File: config.mk
export PLATFORM = sky130hd
export DESIGN_NAME = rtc_ramp_tail
export DESIGN_NICKNAME = d
export VERILOG_FILES = /design/src/design/rtc_ramp_tail.v
export VERILOG_INCLUDE_DIRS = /design/src /design/src/design
export SDC_FILE = /design/constraint.sdc
export NUM_CORES = 1
export LEC_CHECK = 0
export BUFFER_PORTS_ARGS = -buffer_cell sky130_fd_sc_hd__buf_2
export CAP_MARGIN = 30
export CORE_ASPECT_RATIO = 0.75
export CORE_MARGIN = 4
export CORE_UTILIZATION = 32
export CTS_BUF_LIST = sky130_fd_sc_hd__clkbuf_4 sky130_fd_sc_hd__clkbuf_8
export DETAILED_ROUTE_END_ITERATION = 8
export GPL_ROUTABILITY_DRIVEN = 0
export HOLD_SLACK_MARGIN = 0.05
export SLEW_MARGIN = 20
export SYNTH_ARGS = -nofsm -noshare
export SYNTH_HDL_FRONTEND = slang
export SYNTH_SLANG_ARGS = --single-unit
export TNS_END_PERCENT = 10
File: constraint.sdc
create_clock -name clk_sys -period 2.9 [get_ports clk_sys]
set_clock_uncertainty 0.1 [all_clocks]
set_input_delay 0.435 -clock clk_sys [delete_from_list [all_inputs] [get_ports clk_sys]]
set_output_delay 0.435 -clock clk_sys [all_outputs]
set_load 0.01 [all_outputs]
File: src/design/rtc_ramp_tail_regs.vh
// register offsets, field positions, reset values and the wait counter width for the ramp tail block
`ifndef RTC_RAMP_TAIL_REGS_VH
`define RTC_RAMP_TAIL_REGS_VH

`define RTC_ADDR_W          7
`define RTC_DATA_W          16
`define RTC_OFS_SUCC_CTRL   7'h69
`define RTC_OFS_SCALE_CTRL  7'h6a
`define RTC_OFS_LOCK_CORE   7'h6e
`define RTC_OFS_CAPCODE     7'h6f
`define RTC_OFS_AMPLITUDE   7'h70
`define RTC_OFS_IRQ_STATUS  7'h78
`define RTC_OFS_IRQ_MASK    7'h79

`define RTC_SRC_TIMEOUT     2'h0
`define RTC_SRC_TRIG_A      2'h1
`define RTC_SRC_TRIG_B      2'h2
`define RTC_SRC_RSVD        2'h3

`define RTC_RST_SOURCE      2'h0
`define RTC_RST_SUCCESSOR   1'h0
`define RTC_RST_WAIT_COUNT  10'h000
`define RTC_RST_CAL_EN      1'h0
`define RTC_RST_EXPONENT    3'h7
`define RTC_RST_CAPCODE     8'hb7
`define RTC_RST_AMPLITUDE   9'haa
`define RTC_RST_CORE        3'h0
`define RTC_RST_LOCK        2'h0

`define RTC_IRQ_W           4
`define RTC_IRQ_SEG_DONE    0
`define RTC_IRQ_CAL_START   1
`define RTC_IRQ_WAIT_DONE   2
`define RTC_IRQ_LOCK_CHG    3

`define RTC_WAIT_W          17

`endif

File: src/design/rtc_ramp_tail.v
// ramp segment 1 tail control, post-ramp calibration, scaled wait and calibration readback registers
//
// Added by the designer: the plain strobed port.
`timescale 1ns/100ps
`include "rtc_ramp_tail_regs.vh"

module rtc_ramp_tail (
	// clock and reset
	input  wire                    clk_sys,
	input  wire                    resetn,
	// register port
	input  wire [`RTC_ADDR_W-1:0]  reg_addr,
	input  wire [`RTC_DATA_W-1:0]  reg_wdata,
	input  wire                    reg_write,
	input  wire                    reg_read,
	output reg  [`RTC_DATA_W-1:0]  reg_rdata,
	// ramp engine side, same clock
	input  wire                    seg1_active,
	input  wire                    seg1_length_done,
	input  wire                    trigger_a,
	input  wire                    trigger_b,
	input  wire                    ramp_done,
	input  wire                    ramp_manual,
	output reg                     seg1_end,
	output reg                     next_is_seg1,
	// oscillator calibration side
	output reg                     cal_start,
	input  wire                    cal_busy,
	input  wire                    cal_result_valid,
	input  wire [2:0]              cal_core,
	input  wire [7:0]              cal_capcode,
	input  wire [8:0]              cal_amplitude,
	output reg                     cal_wait_done,
	// tuning-voltage lock detector, from a pin
	input  wire [1:0]              tuning_lock_pin,
	// interrupt
	output wire                    irq
);

////////////////////////////////////////////////////////////////////////////////
	// reset release
	reg        rst_meta;
	reg        rst_sync;
	wire       rstn = rst_sync;

	always @(posedge clk_sys or negedge resetn) begin
		if (!resetn) begin
			rst_meta <= 1'b0;
			rst_sync <= 1'b0;
		end else begin
			rst_meta <= 1'b1;
			rst_sync <= rst_meta;
		end
	end

////////////////////////////////////////////////////////////////////////////////
	// functions
	function [`RTC_WAIT_W-1:0] scaled_wait;
		input [9:0] count;
		input [2:0] expo;
		begin
			scaled_wait = {7'h00, count} << expo;
		end
	endfunction

	function hit;
		input [`RTC_ADDR_W-1:0] addr;
		input [`RTC_ADDR_W-1:0] ofs;
		begin
			hit = (addr == ofs);
		end
	endfunction

////////////////////////////////////////////////////////////////////////////////
	// control registers
	reg [1:0]  ramp1_advance_source;
	reg        ramp1_successor;
	reg [9:0]  ramp_wait_count;
	reg        post_ramp_calibrate;
	reg [2:0]  ramp_wait_exponent;
	reg [`RTC_IRQ_W-1:0] irq_mask;

	always @(posedge clk_sys or negedge rstn) begin
		if (!rstn) begin
			ramp1_advance_source <= `RTC_RST_SOURCE;
			ramp1_successor      <= `RTC_RST_SUCCESSOR;
			ramp_wait_count      <= `RTC_RST_WAIT_COUNT;
			post_ramp_calibrate  <= `RTC_RST_CAL_EN;
			ramp_wait_exponent   <= `RTC_RST_EXPONENT;
			irq_mask             <= {`RTC_IRQ_W{1'b0}};
		end else if (reg_write) begin
			if (hit(reg_addr, `RTC_OFS_SUCC_CTRL)) begin
				ramp_wait_count      <= reg_wdata[15:6];
				ramp1_successor      <= reg_wdata[4];
				ramp1_advance_source <= reg_wdata[1:0];
			end
			if (hit(reg_addr, `RTC_OFS_SCALE_CTRL)) begin
				post_ramp_calibrate <= reg_wdata[4];
				ramp_wait_exponent  <= reg_wdata[2:0];
			end
			if (hit(reg_addr, `RTC_OFS_IRQ_MASK))
				irq_mask <= reg_wdata[`RTC_IRQ_W-1:0];
			// readback offsets have no write path at all
		end
	end

////////////////////////////////////////////////////////////////////////////////
	// segment 1 end and successor
	always @(posedge clk_sys or negedge rstn) begin
		if (!rstn) begin
			seg1_end     <= 1'b0;
			next_is_seg1 <= 1'b0;
		end else begin
			case (ramp1_advance_source)
				`RTC_SRC_TIMEOUT: seg1_end <= seg1_active & seg1_length_done;
				`RTC_SRC_TRIG_A:  seg1_end <= seg1_active & trigger_a;
				`RTC_SRC_TRIG_B:  seg1_end <= seg1_active & trigger_b;
				default:          seg1_end <= 1'b0;
			endcase
			next_is_seg1 <= ramp1_successor;
		end
	end

////////////////////////////////////////////////////////////////////////////////
	// post-ramp calibration and scaled wait
	localparam ST_IDLE = 2'h0;
	localparam ST_WAIT = 2'h1;
	localparam ST_HOLD = 2'h2;

	reg [1:0]              state;
	reg [`RTC_WAIT_W-1:0]  wait_left;
	wire [`RTC_WAIT_W-1:0] wait_total = scaled_wait(ramp_wait_count, ramp_wait_exponent);

	always @(posedge clk_sys or negedge rstn) begin
		if (!rstn) begin
			state         <= ST_IDLE;
			wait_left     <= {`RTC_WAIT_W{1'b0}};
			cal_start     <= 1'b0;
			cal_wait_done <= 1'b0;
		end else begin
			cal_start     <= 1'b0;
			cal_wait_done <= 1'b0;
			case (state)
				ST_IDLE: begin
					if (ramp_done && post_ramp_calibrate) begin
						cal_start <= 1'b1;
						wait_left <= wait_total;
						state     <= ramp_manual ? ST_HOLD : ST_WAIT;
					end
				end
				ST_WAIT: begin
					// lasts the longer of scaled count and calibration
					if (wait_left != {`RTC_WAIT_W{1'b0}})
						wait_left <= wait_left - 1'b1;
					if (wait_left <= 1 && !cal_busy && !cal_start) begin
						cal_wait_done <= 1'b1;
						state         <= ST_IDLE;
					end
				end
				ST_HOLD: begin
					if (!cal_busy && !cal_start) begin
						cal_wait_done <= 1'b1;
						state         <= ST_IDLE;
					end
				end
				default: state <= ST_IDLE;
			endcase
		end
	end

////////////////////////////////////////////////////////////////////////////////
	// calibration results and lock synchroniser
	reg [2:0] chosen_oscillator_readback;
	reg [7:0] chosen_capcode_readback;
	reg [8:0] chosen_amplitude_readback;
	reg [1:0] lock_s1;
	reg [1:0] lock_s2;
	reg [1:0] lock_s3;
	reg [1:0] tuning_lock_readback;

	always @(posedge clk_sys or negedge rstn) begin
		if (!rstn) begin
			chosen_oscillator_readback <= `RTC_RST_CORE;
			chosen_capcode_readback    <= `RTC_RST_CAPCODE;
			chosen_amplitude_readback  <= `RTC_RST_AMPLITUDE;
			lock_s1                    <= `RTC_RST_LOCK;
			lock_s2                    <= `RTC_RST_LOCK;
			lock_s3                    <= `RTC_RST_LOCK;
			tuning_lock_readback       <= `RTC_RST_LOCK;
		end else begin
			if (cal_result_valid) begin
				chosen_oscillator_readback <= cal_core;
				chosen_capcode_readback    <= cal_capcode;
				chosen_amplitude_readback  <= cal_amplitude;
			end
			lock_s1 <= tuning_lock_pin;
			lock_s2 <= lock_s1;
			lock_s3 <= lock_s2;
			if (lock_s2 == lock_s3)
				tuning_lock_readback <= lock_s3;
		end
	end

////////////////////////////////////////////////////////////////////////////////
	// interrupt status, cleared by reading it; a new event wins over the clear
	reg  [`RTC_IRQ_W-1:0] irq_status;
	reg  [1:0]            lock_prev;
	wire [`RTC_IRQ_W-1:0] irq_event;
	wire                  status_rd = reg_read & hit(reg_addr, `RTC_OFS_IRQ_STATUS);

	assign irq_event[`RTC_IRQ_SEG_DONE]  = seg1_end;
	assign irq_event[`RTC_IRQ_CAL_START] = cal_start;
	assign irq_event[`RTC_IRQ_WAIT_DONE] = cal_wait_done;
	assign irq_event[`RTC_IRQ_LOCK_CHG]  = (lock_prev != tuning_lock_readback);

	always @(posedge clk_sys or negedge rstn) begin
		if (!rstn) begin
			irq_status <= {`RTC_IRQ_W{1'b0}};
			lock_prev  <= `RTC_RST_LOCK;
		end else begin
			lock_prev  <= tuning_lock_readback;
			irq_status <= (status_rd ? {`RTC_IRQ_W{1'b0}} : irq_status) | irq_event;
		end
	end

	assign irq = |(irq_status & irq_mask);

////////////////////////////////////////////////////////////////////////////////
	// read data, one cycle after the strobe
	reg [`RTC_DATA_W-1:0] next_rdata;

	always @* begin
		next_rdata = {`RTC_DATA_W{1'b0}};
		case (reg_addr)
			`RTC_OFS_SUCC_CTRL:  next_rdata = {ramp_wait_count, 1'b0, ramp1_successor, 2'h0, ramp1_advance_source};
			`RTC_OFS_SCALE_CTRL: next_rdata = {11'h000, post_ramp_calibrate, 1'b0, ramp_wait_exponent};
			`RTC_OFS_LOCK_CORE:  next_rdata = {5'h00, tuning_lock_readback, 1'b0,
				chosen_oscillator_readback, 5'h00};
			`RTC_OFS_CAPCODE:    next_rdata = {8'h00, chosen_capcode_readback};
			`RTC_OFS_AMPLITUDE:  next_rdata = {7'h00, chosen_amplitude_readback};
			`RTC_OFS_IRQ_STATUS: next_rdata = {12'h000, irq_status};
			`RTC_OFS_IRQ_MASK:   next_rdata = {12'h000, irq_mask};
			default:             next_rdata = {`RTC_DATA_W{1'b0}};
		endcase
	end

	always @(posedge clk_sys or negedge rstn) begin
		if (!rstn)
			reg_rdata <= {`RTC_DATA_W{1'b0}};
		else if (reg_read)
			reg_rdata <= next_rdata;
		else
			reg_rdata <= {`RTC_DATA_W{1'b0}};
	end

endmodule // rtc_ramp_tail

After elaboration in Yosys (flattened, before gate mapping)
Cells that the tools add are included.
- add/sub/neg operators: 1
- magnitude comparators: 1
- eq/ne operators: 17
- shift operators: 1
- muxes and demuxes: 17
- bitwise gates (word level): 6
- reductions and logical operators: 16
- operator list (operator ; number):
    16-bit one-hot mux with 7 select lines ; 1
    7-bit equality test (second input constant) ; 7
    17-bit two-way mux ; 2
    17-bit one-hot mux with 2 select lines ; 1
    17-bit by 1-bit less-or-equal comparator with 1-bit output (second input constant) ; 1
    17-bit nonzero test ; 1
    10-bit by 3-bit left shift with 17-bit output ; 1
    17-bit by 1-bit subtractor with 17-bit output (second input constant) ; 1
    16-bit two-way mux ; 1
    2-bit two-way mux ; 4
    2-bit inequality test (second input constant) ; 4
    2-bit one-hot mux with 3 select lines ; 1
    2-bit AND reduction ; 3
    3-bit AND reduction ; 2
    1-bit AND ; 4
    4-bit AND ; 1
    2-bit by 1-bit equality test with 1-bit output (second input constant) ; 2
    2-bit equality test (second input constant) ; 2
    1-bit logical AND ; 4
    2-bit logical NOT ; 2
    1-bit two-way mux ; 4
    4-bit two-way mux ; 1
    4-bit OR ; 1
    4-bit OR reduction ; 1
    6 further kinds ; 7
- register bits after elaboration: 96
- input bits: 57
- output and inout bits: 21
- logic and storage cells: 83

Longest topological paths before layout
- depth after elaboration: 5
- depth in mapped cells: 8
- mapped depth without buffers: 7

Worst setup path before layout
OpenSTA, ideal clock, no wires.
- path type: register to register
- start point: reg state[1]
- end point: reg wait_left[4]
- data arrival time: 1679 ps
- path slack: 983 ps
- stages on the path, launching flop included: 9
- path through: dfrtp_1 > inv_1 > ha_1 > clkbuf_1 > or2_2 > a2bb2oi_1 > o22ai_1 > a2111oi_0 > a21oi_1
- word-level cells in the longest chain between the ends: 3
- elaborated cells between the ends (all ways): 7
- classes of those cells: eq/ne: 3; mux: 1; reduce/logical: 3
- ends and longest elaborated chain (what ; line ; RTL):
    from (decl) ; rtc_ramp_tail.v:130 ; reg [1:0] state;
    from (signal assigned) ; rtc_ramp_tail.v:148 ; state <= ramp_manual ? ST_HOLD : ST_WAIT;
    2-bit by 1-bit equality test with 1-bit output or 2-bit logical NOT (tied branches) ; rtc_ramp_tail.v:143 ; case (state)
    2-bit inequality test (no source line) or 2-bit nonzero test (tied branches) ; -- ;
    3-bit AND reduction (no source line) ; -- ;
    to (signal assigned) ; rtc_ramp_tail.v:137 ; wait_left <= {`RTC_WAIT_W{1'b0}};
    to (signal assigned) ; rtc_ramp_tail.v:147 ; wait_left <= wait_total;
    to (signal assigned) ; rtc_ramp_tail.v:154 ; wait_left <= wait_left - 1'b1;
    to (decl) ; rtc_ramp_tail.v:131 ; reg [`RTC_WAIT_W-1:0] wait_left;
Parallel ways exist; a longest one is shown, timed or not.
A chain may end at the register's enable or synchronous reset.

Final worst setup path
- start point: reg wait_left[10]
- end point: reg wait_left[13]
- word-level cells in the longest chain between the ends: 3
- elaborated cells between the ends (all ways): 6
- classes of those cells: add/sub: 1; eq/ne: 1; mux: 2; reduce/logical: 2
- ends and longest elaborated chain (what ; line):
    17-bit by 1-bit subtractor with 17-bit output or 17-bit nonzero test (tied branches) ; rtc_ramp_tail.v:154, rtc_ramp_tail.v:153
    17-bit two-way mux or 2-bit inequality test (tied branches) ; --
    17-bit one-hot mux with 2 select lines or 3-bit AND reduction (tied branches) ; --
Parallel ways exist; a longest one is shown, timed or not. The select of a mux whose other input is x is not followed.

==> impl_metrics.ini <==
[power_and_ir_drop]
p_per_area_nw_per_um2 = 655
ir_worst_vdd_mv = 0.295
internal_power_uw = 2410
leakagePower_uw = 0.00257
switchingPower_uw = 1300
comb_power_share = 0.283
sw_frac_of_total = 0.350
seq_power_share = 0.473
clockPowerShare = 0.244

[setup_path]
r2r-end = wait_left[13]
timing.rr.start = wait_left[10]
crit_fanout = 23
cp-start-kind = flop
critical_path_buf_inv_count = 0
path_cells = nor4_4, nand4b_2, o21ai_2, a21oi_1, o22a_1
critPathSlowestCell = o21ai_2
cp-end-kind = flop
cp.arrival_ps = 2630
crit_family = compound AO/OA/AOI/OAI gates
ff2ff_setup_slack_ps = 430
reg2reg_depth = 5
critPathKind = reg -> reg
critical_path_required_ps = 3050
max_stage_delay_ps = 780

[routing]
wl_met3_um = 925
vias_per_cell = 5.30
drtIter0Drc = 318
vias = 3749
routed-wl-met2_um = 5170
final_antenna_net_count = 0
wl_met1_um = 6440
wl_per_cell_um = 17.9
top_layer = met4
drc = 0
first_pass_iters = 5
wirelength_um = 12700

[yosys]
netlist-cell-type-count = 71
synth_edf_count = 0
synth_top_area_frac = 0.425
synth_async_sr_flop_share = 1.00
yosysSeqAreaShare = 0.495
synth_area_um2 = 4880
synth_most_common_cell = dfrtp_1
post_synth.cell_area_avg_um2 = 11.3
synth.ff_latch_count = 96
synthCells = 431
synth_ff_type = dfrtp_1
ys_warn_count = 0
synth_area_leaders = dfrtp_1 43%, dfstp_2 7.0%, mux2_2 6.9%
syn_nets = 497
netlist_top_cells_count = 83 x dfrtp_1, 30 x mux2_2, 25 x nor2_1
yosysTopAreaCell = dfrtp_1

[status]
outcome = finished, final reports clean

[placement]
dp_worst_setup_slack_ps = 473
dp_hpwl_um = 9480
post-place-cells = 689
portBuffers = 76

[final_layout]
antenna_cells = 0
layout-drive-gt1-share = 0.325
finalNetCount = 569
final_cells = 708
area_growth_pct = 16.1

[sta]
rsz0062_at_grt = false
tns_ps = 0
slew_headroom = 0.377
fin_crit_ps = 2470
setup_viol = 0
fmax_mhz = 405
worst_slack_ps = 429
period_share = 0.852
finalHoldViolations = 0
drv_slew = 0
worstMarginPinSlew_ps = 935

[clocking]
cts_buffers = 9
cts.clk_slew.worst_paths_ps = 100
cts_root_buffer = clkbuf_8
hold_buffers = 1
numClockSinks = 96
clkLatencyLatePin_ps = 370
cts_tree = done
post_cts_resized = 0
post_cts_buffers = 0
htree_levels = 3
clockBufferDepth = 2

[global_routing]
antenna_found_initial = 0
track_usage = 0.153
gr-total-overflow = 0
grt_max_degree = 54
first_global_vias = 3723
grt_pass1_wl_um = 20600

[floorplan]
dieArea_um2 = 17300
fp.coreArea_um2 = 14700
start_util = 0.332
die_h_um = 115
core.rowCount = 38
die_w_um = 151
io_pins = 78

[min_path]
hp-class = in -> reg
min_path_cells = 2
min_from = ramp_manual
hold_path_end = state[0]

[job]
maxCapViolCount = 0
-- worst max path at each step --
stage	to	start	cells past startpoint	slack, ps
floorplan	wait_left[4]	state[1]	8	980
global route	wait_left[1]	wait_left[10]	5	320
global placement	ramp_wait_count[9]	reg_addr[0]	6	560
finish	wait_left[13]	wait_left[10]	5	430
CTS	wait_left[13]	wait_left[10]	5	480
detailed placement	ramp_wait_count[9]	reg_addr[0]	6	470
-- per-stage QoR --
stage | total power [uW] | utilization | cell area, um^2 | hold slack [ps]
CTS | 3720 | 0.385 | 5650 | 59.2
floorplan | 2460 | - | 4880 | 39.4
global placement | 2770 | 0.371 | 5450 | 120
detailed placement | 2810 | 0.371 | 5450 | 122
global route | 3950 | 0.386 | 5670 | 148
finish | 3720 | 0.386 | 5670 | 179
-- power by group through the flow --
stage	sequential (uW)	clock (uW)	combinational, uW
2_1_floorplan	1690	0	774
3_3_place_gp	1760	0	1010
3_5_place_dp	1780	0	1030
4_1_cts	1750	929	1040
5_1_grt	1790	987	1170
6_report	1760	907	1050
-- cell type report --
cell class / instances / area, um^2
clock inverters: 2 / 35.0
flip-flops and latches: 96 / 2420
clock buffers: 14 / 161
inverters: 12 / 45.0
well taps: 200 / 250
fillers: 1427 / 9020
multi-input cells: 299 / 2290
repair buffers: 85 / 468
-- worst register-to-register path: stages (launching register included) --
cell and delay [ps]:
dfrtp_1 470, nor4_4 450, nand4b_2 210, o21ai_2 780, a21oi_1 110, o22a_1 240
-- layout by cell type (no fill, tap or decap), drive strengths merged, types with 5 or more instances in the layout --
| master | netlist | layout |
|---|---|---|
| dfrtp | 83 | 83 |
| buf | 14 | 82 |
| mux2 | 47 | 47 |
| o21ai | 27 | 27 |
| nor2 | 25 | 25 |
| nand2 | 23 | 23 |
| a21oi | 22 | 22 |
| mux2i | 14 | 14 |
| clkbuf | 10 | 14 |
| dfstp | 13 | 13 |
| inv | 12 | 12 |
| and3 | 12 | 12 |
| nor2b | 12 | 12 |
| ha | 9 | 9 |
| nor3 | 9 | 9 |
| a22oi | 6 | 6 |
| a222oi | 6 | 6 |
| a22o | 6 | 6 |
| xnor2 | 5 | 5 |
| nand3 | 5 | 5 |
| a31oi | 5 | 5 |
-- metal layers --
layer	vias up	global-route usage
li1	1740	-
met1	1878	0.233
met2	115	0.209
met3	16	0.0481
met4	0	0.0386
met5	-	0
-- cells by family (layout without fill, tap and decap cells) --
family | Yosys count | in the layout | synth area share
AOI/OAI and AO/OA | 110 | 110 | 0.156
xor gates and xnor gates | 5 | 5 | 0.00897
adders and majority gates | 9 | 9 | 0.0231
buffers and inverters | 36 | 113 | 0.0359
DFF | 96 | 96 | 0.495
muxes | 61 | 61 | 0.145
other | 1 | 1 | 0.000768
and+or+nand+nor | 113 | 113 | 0.135
-- flip-flops by register name, indices dropped and copies added, names as in the netlist, 2 cells and up --
name and count:
irq_status 4, chosen_oscillator_readback 3, ramp1_advance_source 2, wait_left 17, irq_mask 4, chosen_amplitude_readback 9, ramp_wait_exponent 3, state 2
lock_s2 2, lock_s1 2, lock_prev 2, chosen_capcode_readback 8, tuning_lock_readback 2, reg_rdata 16, ramp_wait_count 10, lock_s3 2
No activity file was read; power rests on OpenSTA's default activity.
